## src/bmc_codec_params.svh

```systemverilog
/*
  Timing constants and widths for the biphase mark line codec.
  Assumes a 100 MHz core clock and a 300 kbit/s nominal line rate.
*/
`ifndef BMC_CODEC_PARAMS_SVH
`define BMC_CODEC_PARAMS_SVH

// ----------------------------------------------------------------------
// Clock and bit timing
// ----------------------------------------------------------------------
// Core clock period in picoseconds.
`define BMC_CLK_PERIOD_PS 10000
// Nominal bit period in picoseconds (300 kbit/s).
`define BMC_BIT_PERIOD_PS 3333333
// Half of a bit period in clock cycles, rounded down.
`define BMC_HALF_CYCLES (`BMC_BIT_PERIOD_PS / 2 / `BMC_CLK_PERIOD_PS)
// Width of the interval counters.
`define BMC_CNT_W 12
// Interval limits for classifying received edges, in clock cycles.
`define BMC_SHORT_MIN (`BMC_HALF_CYCLES / 2)
`define BMC_SHORT_MAX ((`BMC_HALF_CYCLES * 3) / 2)
`define BMC_LONG_MAX ((`BMC_HALF_CYCLES * 5) / 2)

`endif

```

## src/bmc_codec_pkg.sv

```systemverilog
/*
  Types shared by the biphase mark codec.
  Assumes the timing header is compiled first.
*/
package bmc_codec_pkg;

  // Transmit request from the digital core: one bit and its markers.
  typedef struct packed {
    logic valid;
    logic data;
    logic last;
  } tx_bit_t;

  // Received bit handed back to the digital core.
  typedef struct packed {
    logic valid;
    logic data;
  } rx_bit_t;

  // Transmitter sequence states.
  typedef enum logic [2:0] {
    TX_IDLE,
    TX_LEAD,
    TX_FIRST,
    TX_SECOND,
    TX_CLOSE
  } tx_state_t;

endpackage : bmc_codec_pkg

```

## src/bmc_rx_decoder.sv

```systemverilog
/*
  Receive decoder: turns intervals between line edges into bits.
  Assumes a synchronised line level from the same clock domain.
*/
`timescale 1ns/100ps
`include "bmc_codec_params.svh"

module bmc_rx_decoder
(
  input wire logic i_clock,
  input wire logic i_sys_rst,
  input wire logic i_enable,
  input wire logic i_line,
  output bmc_codec_pkg::rx_bit_t o_bit
);

  // ----------------------------------------------------------------------
  // Edge timing
  // ----------------------------------------------------------------------
  logic line_reg;               // Previous line sample.
  logic [`BMC_CNT_W-1:0] cnt_reg; // Cycles since the last edge.
  logic half_seen_reg;          // First half of a one was seen.
  logic locked_reg;             // A valid interval has been seen.
  bmc_codec_pkg::rx_bit_t bit_reg;

  wire edge_hit = i_line ^ line_reg;
  wire is_short = (cnt_reg >= `BMC_CNT_W'(`BMC_SHORT_MIN)) &&
                  (cnt_reg < `BMC_CNT_W'(`BMC_SHORT_MAX));
  wire is_long = (cnt_reg >= `BMC_CNT_W'(`BMC_SHORT_MAX)) &&
                 (cnt_reg < `BMC_CNT_W'(`BMC_LONG_MAX));
  wire cnt_top = &cnt_reg;

  assign o_bit = bit_reg;

  // Intervals are classified at each edge; any odd interval drops lock,
  // so a missed first edge only costs the opening preamble bit.
  always_ff @(posedge i_clock)
  begin
    if (i_sys_rst || !i_enable)
    begin
      line_reg <= i_line;
      cnt_reg <= '0;
      half_seen_reg <= 1'b0;
      locked_reg <= 1'b0;
      bit_reg <= '0;
    end
    else
    begin
      line_reg <= i_line;
      bit_reg.valid <= 1'b0;
      if (edge_hit)
      begin
        cnt_reg <= '0;
        // A full-period gap is a zero; two half gaps make a one.
        if (is_long)
        begin
          bit_reg <= '{valid: locked_reg && !half_seen_reg, data: 1'b0};
          locked_reg <= 1'b1;
          half_seen_reg <= 1'b0;
        end
        else if (is_short)
        begin
          bit_reg <= '{valid: half_seen_reg, data: 1'b1};
          half_seen_reg <= !half_seen_reg;
          locked_reg <= 1'b1;
        end
        else
        begin
          // Glitch or over-long gap: restart and resynchronise.
          half_seen_reg <= 1'b0;
          locked_reg <= 1'b0;
        end
      end
      else if (!cnt_top)
      begin
        cnt_reg <= cnt_reg + 1'b1;
      end
      else
      begin
        // Silence ends the frame.
        locked_reg <= 1'b0;
        half_seen_reg <= 1'b0;
      end
    end
  end

endmodule : bmc_rx_decoder

```

## src/pd_bmc_phy_codec.sv

```systemverilog
/*
  Biphase mark transmitter and receiver for the configuration line.
  Assumes the core supplies one bit per request and the orientation
  result comes from the attach logic; the line pins are split into
  input, output and output enable for each of the two lines.
*/
// Notes on behaviour
// - Toggle line at the start of every bit.
// - Extra mid-bit toggle for a one bit.
// - Preamble starts by driving the low level.
// - Receiver survives a lost first preamble edge.
// - One closing edge follows the final bit.
// - Drive only while sending, else high impedance.
// - Use only the line chosen by orientation.
// - One talker on the wire at once.
`timescale 1ns/100ps
`include "bmc_codec_params.svh"

module pd_bmc_phy_codec
(
  input wire logic i_clock,
  input wire logic i_sys_rst,
  input wire logic i_orient_b,
  input wire logic i_rx_enable,
  input wire bmc_codec_pkg::tx_bit_t i_tx_bit,
  output logic o_tx_ready,
  output logic o_tx_busy,
  output bmc_codec_pkg::rx_bit_t o_rx_bit,
  input wire logic i_config_line_a,
  output logic o_config_line_a,
  output logic o_config_line_a_oe,
  input wire logic i_config_line_b,
  output logic o_config_line_b,
  output logic o_config_line_b_oe
);

  // ----------------------------------------------------------------------
  // Input synchronisers
  // ----------------------------------------------------------------------
  logic [1:0] a_sync_reg; // Bit 0 is read only by bit 1.
  logic [1:0] b_sync_reg;
  logic [1:0] orient_sync_reg;

  // Both lines and the orientation come from outside the clock domain.
  always_ff @(posedge i_clock)
  begin
    if (i_sys_rst)
    begin
      a_sync_reg <= 2'b11;
      b_sync_reg <= 2'b11;
      orient_sync_reg <= 2'b00;
    end
    else
    begin
      a_sync_reg <= {a_sync_reg[0], i_config_line_a};
      b_sync_reg <= {b_sync_reg[0], i_config_line_b};
      orient_sync_reg <= {orient_sync_reg[0], i_orient_b};
    end
  end

  // ----------------------------------------------------------------------
  // Transmitter
  // ----------------------------------------------------------------------
  bmc_codec_pkg::tx_state_t state_reg;
  bmc_codec_pkg::tx_state_t state_next;
  logic [`BMC_CNT_W-1:0] half_cnt_reg; // Cycles left in this half bit.
  logic level_reg;                     // Level being driven.
  logic bit_reg;                       // Bit being sent.
  logic last_reg;                      // Bit being sent is the final one.
  logic orient_reg;                    // Line choice frozen for a frame.
  logic tx_ready_reg;
  logic drive_a_reg;
  logic drive_b_reg;
  // Busy gets a flop of its own so that the output leaves a register
  // and still lines up with the two drive enables.
  logic busy_reg;

  wire half_done = (half_cnt_reg == '0);
  wire take_bit = i_tx_bit.valid && tx_ready_reg;
  wire sending = (state_reg != bmc_codec_pkg::TX_IDLE);

  // The next state is chosen from the current one, the bit timer, the request handshake and the final-bit marker.
  always_comb
  begin
    state_next = state_reg;
    unique case (state_reg)
      bmc_codec_pkg::TX_IDLE:
        if (take_bit)
          state_next = bmc_codec_pkg::TX_LEAD;
      bmc_codec_pkg::TX_LEAD:
        if (half_done)
          state_next = bmc_codec_pkg::TX_FIRST;
      bmc_codec_pkg::TX_FIRST:
        if (half_done)
          state_next = bmc_codec_pkg::TX_SECOND;
      bmc_codec_pkg::TX_SECOND:
        if (half_done)
        begin
          if (last_reg)
            state_next = bmc_codec_pkg::TX_CLOSE;
          else if (take_bit)
            state_next = bmc_codec_pkg::TX_FIRST;
          else
            state_next = bmc_codec_pkg::TX_CLOSE; // Underrun ends frame.
        end
      bmc_codec_pkg::TX_CLOSE:
        if (half_done)
          state_next = bmc_codec_pkg::TX_IDLE;
    endcase
  end

  // The state register and the half-bit timer.
  always_ff @(posedge i_clock)
  begin
    if (i_sys_rst)
    begin
      state_reg <= bmc_codec_pkg::TX_IDLE;
      half_cnt_reg <= '0;
    end
    else
    begin
      state_reg <= state_next;
      if (half_done || !sending)
        half_cnt_reg <= `BMC_CNT_W'(`BMC_HALF_CYCLES - 1);
      else
        half_cnt_reg <= half_cnt_reg - 1'b1;
    end
  end

  // Line level: low for the lead-in, then edges at bit boundaries.
  always_ff @(posedge i_clock)
  begin
    if (i_sys_rst)
    begin
      level_reg <= 1'b0;
      bit_reg <= 1'b0;
      last_reg <= 1'b0;
    end
    else if (state_reg == bmc_codec_pkg::TX_IDLE)
    begin
      level_reg <= 1'b0; // Preamble opens at low level.
      if (take_bit)
      begin
        bit_reg <= i_tx_bit.data;
        last_reg <= i_tx_bit.last;
      end
    end
    else if (half_done)
    begin
      unique case (state_reg)
        bmc_codec_pkg::TX_LEAD:
          level_reg <= !level_reg; // Boundary edge of bit one.
        bmc_codec_pkg::TX_FIRST:
          if (bit_reg)
            level_reg <= !level_reg; // Mid-bit edge of a one.
        bmc_codec_pkg::TX_SECOND:
        begin
          // Next boundary edge, or the closing edge after the last bit.
          level_reg <= !level_reg;
          if (take_bit)
          begin
            bit_reg <= i_tx_bit.data;
            last_reg <= i_tx_bit.last;
          end
        end
        default:
          level_reg <= level_reg;
      endcase
    end
  end

  // Ready opens only where the next bit can be taken.
  wire ready_next = (state_next == bmc_codec_pkg::TX_IDLE) ||
                    ((state_next == bmc_codec_pkg::TX_SECOND) &&
                     !last_reg && (half_cnt_reg == `BMC_CNT_W'(1)));

  // Drive enables follow the frame; orientation is frozen per frame.
  always_ff @(posedge i_clock)
  begin
    if (i_sys_rst)
    begin
      tx_ready_reg <= 1'b0;
      orient_reg <= 1'b0;
      drive_a_reg <= 1'b0;
      drive_b_reg <= 1'b0;
      busy_reg <= 1'b0;
    end
    else
    begin
      tx_ready_reg <= ready_next && !take_bit;
      if (!sending)
        orient_reg <= orient_sync_reg[1];
      // Released whenever no frame is active, so only one talker.
      drive_a_reg <= (state_next != bmc_codec_pkg::TX_IDLE) &&
                     !orient_reg;
      drive_b_reg <= (state_next != bmc_codec_pkg::TX_IDLE) &&
                     orient_reg;
      // Same term as the enables without the line choice.
      busy_reg <= (state_next != bmc_codec_pkg::TX_IDLE);
    end
  end

  assign o_tx_ready = tx_ready_reg;
  assign o_tx_busy = busy_reg;
  assign o_config_line_a = level_reg;
  assign o_config_line_b = level_reg;
  assign o_config_line_a_oe = drive_a_reg;
  assign o_config_line_b_oe = drive_b_reg;

  // ----------------------------------------------------------------------
  // Receiver
  // ----------------------------------------------------------------------
  // Only the selected line is decoded, and never while we talk.
  wire rx_line = orient_reg ? b_sync_reg[1] : a_sync_reg[1];
  wire rx_en = i_rx_enable && !sending;

  bmc_rx_decoder rx_decoder
  (
    .i_clock(i_clock),
    .i_sys_rst(i_sys_rst),
    .i_enable(rx_en),
    .i_line(rx_line),
    .o_bit(o_rx_bit)
  );

endmodule : pd_bmc_phy_codec

```

## config.mk

```make
export PLATFORM = sky130hd
export DESIGN_NAME = pd_bmc_phy_codec
export DESIGN_NICKNAME = d
export VERILOG_FILES = /design/src/bmc_codec_pkg.sv /design/src/bmc_rx_decoder.sv /design/src/pd_bmc_phy_codec.sv
export VERILOG_INCLUDE_DIRS = /design/src /design/src/src
export SDC_FILE = /design/constraint.sdc
export NUM_CORES = 1
export LEC_CHECK = 0
export ABC_CLOCK_PERIOD_IN_PS = 2200
export BUFFER_PORTS_ARGS = -buffer_cell sky130_fd_sc_hd__buf_2
export CAP_MARGIN = 20
export CORE_ASPECT_RATIO = 0.9
export CORE_MARGIN = 2
export CORE_UTILIZATION = 29
export DETAILED_ROUTE_END_ITERATION = 10
export PLACE_DENSITY_LB_ADDON = 0.1
export SYNTH_ARGS = -nofsm -noshare
export SYNTH_HDL_FRONTEND = slang
export SYNTH_SLANG_ARGS = --single-unit
```

## constraint.sdc

```tcl
create_clock -name i_clock -period 2.2 [get_ports i_clock]
set_clock_uncertainty 0.2 [all_clocks]
set_input_delay 0.55 -clock i_clock [delete_from_list [all_inputs] [get_ports i_clock]]
set_output_delay 0.55 -clock i_clock [all_outputs]
set_load 0.01 [all_outputs]
```

# Yosys cells after proc, flatten, opt, wreduce, memory -nomap -nowiden
# Cells that the tools add are included.
[totals]
regBits = 46
in_bits = 9
out_inout_bits = 8
wordCells = 103
[classes]
addsub = 2
order_cmp = 4
eq_ne = 7
mux = 29
bitwise = 2
reduce_logical = 39
[op_table]
columns = ["op", "n"]
rows = [
  ["3-bit 2-to-1 mux", 7],
  ["1-bit 2-to-1 mux", 17],
  ["3-bit one-hot mux with 5 select lines", 1],
  ["12-bit by 1-bit adder with 12-bit output, second input constant", 1],
  ["12-bit by 1-bit == test with 1-bit output, second input constant", 1],
  ["12-bit by 7-bit greater-or-equal comparator with 1-bit output, second input constant", 1],
  ["12-bit by 8-bit greater-or-equal comparator with 1-bit output, second input constant", 1],
  ["12-bit zero test", 1],
  ["12-bit by 8-bit less-than comparator with 1-bit output, second input constant", 1],
  ["12-bit by 9-bit less-than comparator with 1-bit output, second input constant", 1],
  ["12-bit AND reduction", 1],
  ["12-bit by 1-bit subtractor with 12-bit output, second input constant", 1],
  ["1-bit logical AND", 10],
  ["2-bit nonzero test", 5],
  ["2-bit OR reduction", 5],
  ["3-bit by 2-bit == test with 1-bit output, second input constant", 3],
  ["8-bit 2-to-1 mux", 1],
  ["1-bit zero test", 7],
  ["3-bit zero test", 2],
  ["3-bit nonzero test", 2],
  ["2-bit 2-to-1 mux", 2],
  ["2-bit AND reduction", 2],
  ["3-bit by 1-bit == test with 1-bit output, second input constant", 1],
  ["3-bit == test, second input constant", 1],
  ["other kinds (6)", 8],
]

# Longest topological paths before layout
# Gate-level depths: netlist (run 1).
[depth]
depth_word = 10
depth_mapped = 8
ltp_nobuf = 8

# Cells and area by module
# Synthesis (run 1) repeated with hierarchy kept, for this count alone.
[hier_totals]
cells_unflattened = 238
area_unflattened_um2 = 2178.3
[by_module_without_submodules]
columns = ["mod", "instances", "cells_each", "area_each_um2", "seq_area_each_um2"]
rows = [
  ["pd_bmc_phy_codec", 1, 135, 1290.0, 580.6],
  ["bmc_rx_decoder", 1, 103, 888.4, 340.3],
]

# Worst setup path after synthesis (run 1)
# No wires, ideal clock.
[synth_path]
path_kind = "reg2reg"
from = "register rx_decoder.cnt_reg[0]"
to = "register rx_decoder.half_seen_reg"
setup_time_ps = 71
arrival_time_ps = 1701
required_time_ps = 1929
path_slack_ps = 228
path_stages_with_launch = 8
n_path_buf = 0
synth_period_minus_slack_ps = 1972
cell_sequence = "dfxtp_1 > ha_1 > and4_1 > o31ai_1 > a32oi_1 > nor2_1 > or4b_1 > a21oi_1"
[synth_via]
elab_chain_len = 5
word_cells_on_any_way = 11
classes_between = "order compare (4); mux (3); reduce/logical (4)"
[synth_rtl]
columns = ["element", "line", "source"]
rows = [
  ["start, declared", "bmc_rx_decoder.sv:21", "logic [`BMC_CNT_W-1:0] cnt_reg;"],
  ["start signal, assigned", "bmc_rx_decoder.sv:76", "cnt_reg <= cnt_reg + 1'b1;"],
  ["12-bit by 7-bit greater-or-equal comparator with 1-bit output or 12-bit by 8-bit less-than comparator with 1-bit output (tied branches)", "bmc_rx_decoder.sv:27, bmc_rx_decoder.sv:28", ""],
  ["1-bit logical AND", "bmc_rx_decoder.sv:27", "wire is_short = (cnt_reg >= `BMC_CNT_W'(`BMC_SHORT_MIN)) &&"],
  ["1-bit 2-to-1 mux", "bmc_rx_decoder.sv:61", "else if (is_short)"],
  ["1-bit 2-to-1 mux", "bmc_rx_decoder.sv:55", "if (is_long)"],
  ["1-bit 2-to-1 mux", "bmc_rx_decoder.sv:51", "if (edge_hit)"],
  ["end signal, assigned", "bmc_rx_decoder.sv:64", "half_seen_reg <= !half_seen_reg;"],
  ["end, declared", "bmc_rx_decoder.sv:22", "logic half_seen_reg;"],
]
# Several ways; a longest one is shown, not always the timed one.
# A chain may end at the register's enable or synchronous reset.

# Worst setup path after layout (run 1)
[layout_path]
from = "register rx_decoder.cnt_reg[1]"
to = "register rx_decoder.half_seen_reg"
# Same word-level chain as after synthesis.

==> impl_metrics.csv, run 1 <==
group,metric,value,unit
drt,drtPass1Iterations,4,
layout,design_area,2480,µm²
flow_run,drv_cap,0,
yosys,synthCells,241,
yosys,synth_edf_count,0,
yosys,ys_seq_area_frac,0.435,
yosys,yosys_warnings,0,
drt,met3WireLength,151,µm
placement,dp_slack,76.5,ps
layout,drive_above_1_share,0.206,
clocking,numCtsBuffers,5,
layout,finalNetCount,286,
floorplanning,die_w,94.1,µm
drt,route.met2.wl,1.75,mm
yosys,ys.flop_type,"dfxtp_1",
grt,overflow,0,
drt,wl_per_cell,11.6,µm
pwr,p_total,1.57,mW
drt,drcViolationCount,0,
grt,grt_pass1_wl,7.50,mm
clocking,cts_tree,"yes",
floorplanning,start_util,0.299,
timing,period_minus_slack,2080,ps
yosys,syn_nets,256,
worst_setup_path,arrival,2110,ps
timing,max-slew-margin-rel,0.725,
worst_setup_path,cp_cell_sequence,"ha_1 > and4_1 > o31ai_1 > a32oi_1 > nor2_1 > or4b_1 > a21oi_1",
clocking,clock_path_buffers,2,
timing,timing.final.ws_setup,121,ps
drt,avgViaCountPerCell,4.65,
worst_setup_path,r2r_cells,7,
grt,grt_use_total,0.117,
clocking,postCtsSetupRepairBufs,0,
worst_hold_path,hp-class,"register to register",
worst_setup_path,cp_max_fo,5,
timing,fmax,481,MHz
yosys,synthArstFlopShare,0,
clocking,clk_latency,300,ps
pwr,ir_drop,230,µV
worst_setup_path,r2r-start,"rx_decoder.cnt_reg[1]$_SDFFE_PP0N_",
placement,dpl_cell_area,2390,µm²
timing,hold_violations,0,
drt,finalWirelength,4.22,mm
clocking,cts_max_level,2,
worst_setup_path,timing.rr.end,"rx_decoder.half_seen_reg$_SDFFE_PP0P_",
drt,drtAntennaViolNets,0,
worst_setup_path,crit_type,"register to register",
worst_setup_path,reg2reg_setup_slack,120,ps
status,status,"finished clean",
grt,antenna_found_initial,0,
placement,portBuffers,16,
drt,drtIter0Drc,59,
floorplanning,rows,29,
floorplanning,die_area,8000,µm²
worst_hold_path,holdPathStages,1,
worst_hold_path,min_from,"a_sync_reg[0]$_SDFF_PP1_",
grt,grt_pass1_vias,1563,
floorplanning,io_pins,17,
timing,rsz0062_at_grt,"false",
drt,top_layer_used,"met4",
drt,wl_met1,2.27,mm
yosys,synth_seq_cells,46,
timing,fin_setup_tns,0,ps
pwr,p_leak,0.955,nW
worst_setup_path,crit_path_max_incr_delay,480,ps
pwr,pwr_density_cell,634,nW/µm²
yosys,syn_area_per_cell,8.78,µm²
floorplanning,die_y,85.1,µm
yosys,yosysUniqueCellTypes,49,
floorplanning,core_area,7080,µm²
layout,nFillCells,754,
worst_setup_path,required,2230,ps
placement,dpl.hpwl,3.16,mm
clocking,clk_pin_slew,90,ps
worst_setup_path,endpoint_kind,"register",
drt,vias,1698,
worst_hold_path,holdPathEnd,"a_sync_reg[1]$_SDFF_PP1_",
worst_setup_path,worst_path_max_delay_cell,"or4b_1",
worst_setup_path,cp-start-kind,"register",
timing,post-route-period-util,0.945,
timing,setup_viol,0,
timing,hold_ws,215,ps
timing,report.final.slew_viol_count,0,
layout,num_antenna_cells,0,
clocking,cts.sinks,46,
timing,worst_pin_slew,411,ps
grt,grt_max_degree,17,
yosys,syn-cell-area,2120,µm²
placement,gp_congestion,0.754,
layout,area_growth,17.3,%
clocking,cts_root_buf,"clkbuf_8",
[routing by layer]
layer	GRT usage	vias up
li1	-	895
met1	0.170	768
met2	0.164	29
met3	0.0329	6
met4	0.0395	0
met5	0	-
[synthesized netlist by cell type (3+ instances only)]
master	number	share of area
a21oi_1	16	0.038
and3_1	3	0.0089
clkbuf_1	5	0.0089
dfxtp_1	46	0.43
ha_1	6	0.035
inv_1	9	0.016
mux2i_1	5	0.024
nand2_1	12	0.021
nand3_1	13	0.031
nand4_1	3	0.0089
nor2_1	37	0.066
nor2b_1	5	0.015
nor3_1	10	0.024
o21ai_0	10	0.024
or2_2	4	0.012
xnor2_1	9	0.037
xor2_1	8	0.033
[power by group]
group | switching [mW] | internal, mW
logic | 0.0976 | 0.0843
clock network | 0.285 | 0.225
registers | 0.0223 | 0.860
[stage by stage]
step,util,std cells
CTS,0.350,365
global placement,0.338,357
global route,0.351,365
finish,0.351,365
floorplan,-,241
detailed placement,0.338,357
[layout make-up]
type,instances,area [µm²],share of cell area
multi-input combinational,176,1120,0.450
sequential,46,922,0.371
timing repair buffer,33,208,0.0836
tap,93,116,0.0469
clock buffer,6,72.6,0.0292
inverter,9,33.8,0.0136
clock inverter,2,13.8,0.00554
[timing repair]
| item | 4_1_cts | 5_1_grt |
|---|---|---|
| resized for setup | 0 | 4 |
| hold buffers | 0 | 0 |
| endpoints found under the setup margin | 0 | 9 |
[worst max-delay path: cells and delay by family, from the launching register on]
family | cells | cell delay [ps]
compound gates | 3 | 400
fa+ha+maj | 1 | 240
simple gates | 3 | 790
flops | 1 | 390
[layout by cell type, fill, tap and decap left out, drive strengths merged, types with 3 or more instances in the layout]
cell,netlist,routed
a21oi,16,16
xnor2,9,9
nand4,3,3
nand3,14,14
nor3,10,10
xor2,8,8
mux2i,5,5
nor4,4,4
clkbuf,6,6
and4,3,3
buf,4,33
inv,9,9
and3,3,3
o21ai,11,11
or2,5,5
dfxtp,46,46
ha,6,6
nor2b,5,5
nor2,38,38
nand2,12,12
[how the worst max path moves through the flow]
| stage | slack (ps) | endpoint | cells past startpoint | start |
|---|---|---|---|---|
| final | 120 | rx_decoder.half_seen_reg$_SDFFE_PP0P_ | 7 | rx_decoder.cnt_reg[1]$_SDFFE_PP0N_ |
| after global routing | 1 | rx_decoder.half_seen_reg$_SDFFE_PP0P_ | 8 | rx_decoder.cnt_reg[1]$_SDFFE_PP0N_ |
| after CTS | 50 | rx_decoder.half_seen_reg$_SDFFE_PP0P_ | 7 | rx_decoder.cnt_reg[0]$_SDFFE_PP0N_ |
| after detailed placement | 80 | rx_decoder.cnt_reg[3]$_SDFFE_PP0N_ | 7 | rx_decoder.cnt_reg[0]$_SDFFE_PP0N_ |
| after global placement | 90 | rx_decoder.half_seen_reg$_SDFFE_PP0P_ | 7 | rx_decoder.cnt_reg[0]$_SDFFE_PP0N_ |
| after floorplan | 230 | rx_decoder.half_seen_reg$_SDFFE_PP0P_ | 7 | rx_decoder.cnt_reg[0]$_SDFFE_PP0N_ |
[logic make-up after synthesis]
| family | count (synthesis) | synth area share |
|---|---|---|
| AOI/OAI and AO/OA | 38 | 0.110 |
| xor gates and xnor gates | 17 | 0.0703 |
| adders and majority gates | 6 | 0.0355 |
| buffers and inverters | 19 | 0.0408 |
| DFF | 46 | 0.435 |
| muxes | 5 | 0.0236 |
| and+or+nand+nor | 110 | 0.285 |
Power figures use the tool's default switching activity.
==> run 2, diff against run 1 <==
- SYNTH_HIERARCHICAL: unset -> 1
==> impl_metrics.csv, run 2 <==
group,metric,value,unit
status,status,"finished clean",
grt,grt_pass1_wl,7.69,mm
timing,report.final.slew_viol_count,0,
worst_hold_path,min_from,"a_sync_reg[0]$_SDFF_PP1_",
worst_hold_path,hp-class,"register to register",
grt,antenna_found_initial,0,
worst_setup_path,cp_cell_sequence,"inv_1 > ha_1 > nor2b_1 > a2111o_1 > a2111oi_4 > nand3b_1 > a211oi_2",
placement,portBuffers,16,
yosys,synth_seq_cells,46,
grt,grt_max_degree,16,
placement,dpl.hpwl,3.38,mm
pwr,pwr_density_cell,697,nW/µm²
layout,design_area,2620,µm²
grt,grt_pass1_vias,1556,
yosys,syn_nets,253,
worst_setup_path,crit_path_max_incr_delay,430,ps
yosys,synthCells,238,
yosys,yosysUniqueCellTypes,47,
yosys,ys.flop_type,"dfxtp_1",
clocking,cts_tree,"yes",
clocking,cts.sinks,46,
worst_setup_path,worst_path_max_delay_cell,"a2111oi_4",
timing,post-route-period-util,0.964,
yosys,synth_top_area_frac,0.423,
layout,area_growth,20.0,%
worst_setup_path,arrival,2140,ps
drt,drtPass1Iterations,4,
grt,grt_use_total,0.120,
yosys,yosysTopAreaCell,"dfxtp_1",
clocking,cts_max_level,2,
yosys,synth_edf_count,0,
drt,finalWirelength,4.53,mm
flow_run,drv_cap,0,
yosys,syn_area_per_cell,9.15,µm²
worst_setup_path,cp_max_fo,4,
timing,max-slew-margin-rel,0.727,
yosys,synthArstFlopShare,0,
yosys,ys_seq_area_frac,0.423,
layout,num_antenna_cells,0,
yosys,synth_commonest_cells,"dfxtp_1 (46), nor2_1 (27), a21oi_1 (18)",
worst_setup_path,r2r-start,"rx_decoder/cnt_reg[0]$_SDFFE_PP0N_",
drt,drtAntennaViolNets,0,
pwr,p_leak,0.960,nW
placement,dpl_cell_area,2490,µm²
yosys,synth.most_common_cell,"dfxtp_1",
worst_setup_path,endpoint_kind,"register",
drt,drcViolationCount,0,
layout,mostFrequentLayoutCell,"dfxtp_1",
worst_setup_path,reg2reg_setup_slack,80,ps
clocking,numCtsBuffers,5,
timing,fmax,472,MHz
placement,gp_congestion,0.755,
pwr,ir_drop,314,µV
yosys,yosys_warnings,6,
floorplanning,io_pins,17,
layout,final_cell_mix,"dfxtp_1 (45), nor2_1 (27), buf_4 (21), a21oi_1 (18)",
layout,ff_latch_area,922,µm²
drt,vias,1737,
clocking,clock_path_buffers,2,
worst_setup_path,crit_type,"register to register",
floorplanning,start_util,0.305,
floorplanning,core_area,7150,µm²
floorplanning,die_w,95.4,µm
timing,period_minus_slack,2120,ps
drt,drtIter0Drc,105,
floorplanning,rows,29,
worst_setup_path,cp-start-kind,"register",
worst_setup_path,setup.worst_path.start,"rx_decoder/cnt_reg[0]$_SDFFE_PP0N_",
drt,wl_per_cell,12.3,µm
floorplanning,die_y,86.2,µm
layout,multi_input_area,1230,µm²
timing,hold_violations,0,
timing,setup_viol,0,
clocking,clk_pin_slew,80,ps
timing,fin_setup_tns,0,ps
drt,avgViaCountPerCell,4.69,
layout,finalNetCount,292,
yosys,syn-cell-area,2180,µm²
clocking,clk_latency,290,ps
clocking,hold_buffers,0,
yosys,synth.area.top_cells,"dfxtp_1 (42%), nor2_1 (4.7%), a21oi_1 (4.1%), xnor2_1 (4.0%), ha_1 (3.4%)",
timing,worst_pin_slew,408,ps
worst_setup_path,required,2220,ps
floorplanning,die_area,8220,µm²
layout,drive_above_1_share,0.242,
clocking,cts_root_buf,"clkbuf_8",
timing,rsz0062_at_grt,"true",
layout,nFillCells,721,
grt,overflow,0,
-- run 2: cell count changes after synthesis, moves of 3 or more --
cell / change
clkbuf_1: -3
nor2_1: -10
nor3_2: +3
or3_1: +3
nor2b_1: +4
nand2_1: +4
nand3_1: -4
o21ai_0: -6
-- run 2: cell type report --
type | count | area share
Clock buffer | 6 | 0.0278
Sequential cell | 46 | 0.353
Multi-Input combinational cell | 179 | 0.470
Tap cell | 93 | 0.0445
Inverter | 8 | 0.0115
Timing Repair Buffer | 37 | 0.0909
Clock inverter | 1 | 0.00287
-- run 2: cells by family (layout without fill, tap and decap cells) --
logic type	count (synthesis)	after routing	synth area share
AOI/OAI and AO/OA	39	39	0.130
xor gates and xnor gates	17	17	0.0684
adders and majority gates	6	6	0.0345
buffers and inverters	13	52	0.0247
DFF	46	46	0.423
muxes	8	8	0.0373
and+or+nand+nor	109	109	0.283
-- run 2: report_power, final --
part	internal, mW	switching, mW	leakage (nW)	total (mW)
Sequential	0.887	0.0526	0.375	0.939
Clock	0.218	0.268	0.0373	0.486
Combinational	0.191	0.205	0.547	0.396
Total	1.30	0.526	0.960	1.82
-- run 2: critical path, delay by kind of cell, from the launching register on --
kind	cells	cell delay [ps]
AO/OA/AOI/OAI	3	1000
flip-flops	1	330
AND/OR/NAND/NOR	2	280
adder cells (fa/ha/maj)	1	180
buffers and inverters	1	60
-- run 2: final timing paths --
check | endpoint | depth (start not counted)
max reg2reg | rx_decoder/o_bit[1]$_SDFF_PP0_ | 7
min reg2reg | a_sync_reg[1]$_SDFF_PP1_ | 1
min | a_sync_reg[1]$_SDFF_PP1_ | 1
max | rx_decoder/o_bit[1]$_SDFF_PP0_ | 7
-- run 2: metal layers --
layer	GRT usage	up-vias	share of wire	wire length [µm]
li1	-	919	-	-
met3	0.0287	4	0.027	123
met1	0.189	791	0.57	2600
met2	0.157	23	0.39	1770
met4	0.0395	0	0.0093	42
met5	0	-	0	0
-- run 2: through the flow --
stage               hold WS [ps]  power (mW)   util  instances  worst slack, ps
finish                       218        1.82  0.366        370             80.0
global placement             201        1.35  0.349        361             55.9
global route                 229        1.95  0.366        370            -9.68
CTS                          222        1.85  0.360        368             27.3
detailed placement           200        1.34  0.349        361             39.3
floorplan                    189        1.21      -        238              100
-- run 2: repair_timing --
| action | in CTS | in global routing |
|---|---|---|
| buffers inserted | 0 | 2 |
| setup endpoints to repair | 0 | 6 |
| hold endpoints to repair | 0 | 0 |
| gates resized for setup | 0 | 7 |
==> run 3, diff against run 2 <==
- PLACE_DENSITY: unset -> 0.52
- PLACE_DENSITY_LB_ADDON: 0.1 -> unset
- RECOVER_POWER: unset -> 25
==> impl_metrics.csv, run 3 (synthesis gave the netlist of run 2 again) <==
group,metric,value,unit
grt,grt_max_degree,16,
status,status,"finished clean",
flow_run,drv_cap,0,
clocking,numCtsBuffers,5,
grt,antenna_found_initial,0,
timing,post-route-period-util,0.958,
worst_hold_path,hp-class,"register to register",
layout,nFillCells,732,
placement,gp_congestion,0.779,
drt,finalWirelength,4.62,mm
layout,mostFrequentLayoutCell,"dfxtp_1",
floorplanning,die_area,8220,µm²
grt,use_met2,0.170,
drt,drtIter0Drc,143,
floorplanning,die_y,86.2,µm
placement,dpl.hpwl,3.26,mm
grt,grt_pass1_wl,7.76,mm
pwr,ir_drop,362,µV
grt,grtUsageMet3,0.0217,
worst_setup_path,crit_type,"register to register",
timing,report.final.slew_viol_count,0,
timing,fmax,474,MHz
floorplanning,start_util,0.305,
drt,drcViolationCount,0,
drt,drtAntennaViolNets,0,
floorplanning,die_w,95.4,µm
grt,grt_use_total,0.121,
clocking,clock_path_buffers,2,
pwr,p_total,1.87,mW
layout,final_cell_mix,"dfxtp_1 (44), nor2_1 (27), buf_4 (22), a21oi_1 (18), nand2_1 (16)",
placement,dp_slack,-4.44,ps
layout,area_growth,22.5,%
floorplanning,rows,29,
layout,num_antenna_cells,0,
clocking,cts_max_level,2,
worst_setup_path,cp-start-kind,"register",
placement,portBuffers,16,
worst_setup_path,endpoint_kind,"register",
timing,max-slew-margin-rel,0.730,
clocking,cts.sinks,46,
grt,top_usage_layer,"met1",
timing,hold_violations,0,
clocking,cts_tree,"yes",
timing,timing.final.ws_setup,91.9,ps
grt,grtUsageMet1,0.178,
floorplanning,core_area,7150,µm²
pwr,p_leak,0.966,nW
layout,finalNetCount,294,
drt,drtPass1Iterations,4,
pwr,pwr_density_cell,700,nW/µm²
clocking,hold_buffers,0,
clocking,clk_pin_slew,80,ps
worst_setup_path,cp_max_fo,4,
clocking,cts_root_buf,"clkbuf_8",
timing,setup_viol,0,
worst_setup_path,required,2220,ps
drt,vias,1766,
timing,period_minus_slack,2110,ps
drt,avgViaCountPerCell,4.73,
grt,overflow,0,
layout,drive_above_1_share,0.239,
worst_setup_path,arrival,2130,ps
clocking,clk_latency,300,ps
timing,worst_pin_slew,402,ps
drt,wl_per_cell,12.4,µm
grt,grt_pass1_vias,1637,
floorplanning,io_pins,17,
==> run 3: changes by cell type in the layout (fill, tap and decap cells not counted), moves of 2 or more <==
cell | before | now
clkbuf_1 | 1 | 7
buf_2 | 16 | 10
ha_4 | 1 | 3
ha_1 | 5 | 3
==> run 3: layout make-up <==
| cell class | instances | area (µm²) | area share |
|---|---|---|---|
| clock inverters | 2 | 13.8 | 0.00516 |
| repair buffers | 39 | 249 | 0.0933 |
| clock buffers | 6 | 72.6 | 0.0272 |
| inverters | 8 | 30.0 | 0.0113 |
| multi-input cells | 179 | 1260 | 0.474 |
| flip-flops and latches | 46 | 923 | 0.346 |
| well taps | 93 | 116 | 0.0436 |
==> run 3: worst paths after layout <==
kind,cells past startpoint,from,end,slack [ps]
setup / recovery,7,rx_decoder/cnt_reg[0]$_SDFFE_PP0N_,rx_decoder/o_bit[1]$_SDFF_PP0_,90
hold / removal,1,b_sync_reg[0]$_SDFF_PP1_,b_sync_reg[1]$_SDFF_PP1_,210
setup reg to reg,7,rx_decoder/cnt_reg[0]$_SDFFE_PP0N_,rx_decoder/o_bit[1]$_SDFF_PP0_,90
hold reg to reg,1,b_sync_reg[0]$_SDFF_PP1_,b_sync_reg[1]$_SDFF_PP1_,210
==> run 3: power by group <==
part	switching [mW]	internal, mW
Sequential	0.0545	0.887
Clock	0.291	0.225
Combinational	0.210	0.200
Total	0.556	1.31
==> run 3: metrics by stage <==
stage / hold WS (ps) / TNS, ps / area [µm²] / std cells / utilization
finish: 212 / 0 / 2670 / 373 / 0.373
global route: 222 / -0.433 / 2670 / 373 / 0.373
CTS: 215 / 0 / 2600 / 371 / 0.363
detailed placement: 194 / -4.44 / 2500 / 362 / 0.350
global placement: 194 / 0 / 2500 / 362 / 0.350
floorplan: 189 / 0 / 2180 / 238 / -
==> run 3: metal layers <==
metal / share of wire / vias to the layer above / routed length (µm)
li1: - / 920 / -
met1: 0.53 / 818 / 2450
met2: 0.43 / 23 / 1980
met3: 0.025 / 5 / 117
met4: 0.016 / 0 / 76
met5: 0 / - / 0
==> run 3: repair_timing <==
item / 4_1_cts / 5_1_grt
pin swaps: 3 / 5
resized for setup: 1 / 15
setup endpoints to repair: 1 / 4
buffers inserted: 1 / 2
==> run 3: critical path: stages (launching register included) <==
cell	delay, ps
dfxtp_2	350
inv_2	60
ha_4	150
nor2b_4	120
a2111o_1	410
a2111oi_4	390
nand3b_1	140
a211oi_2	230
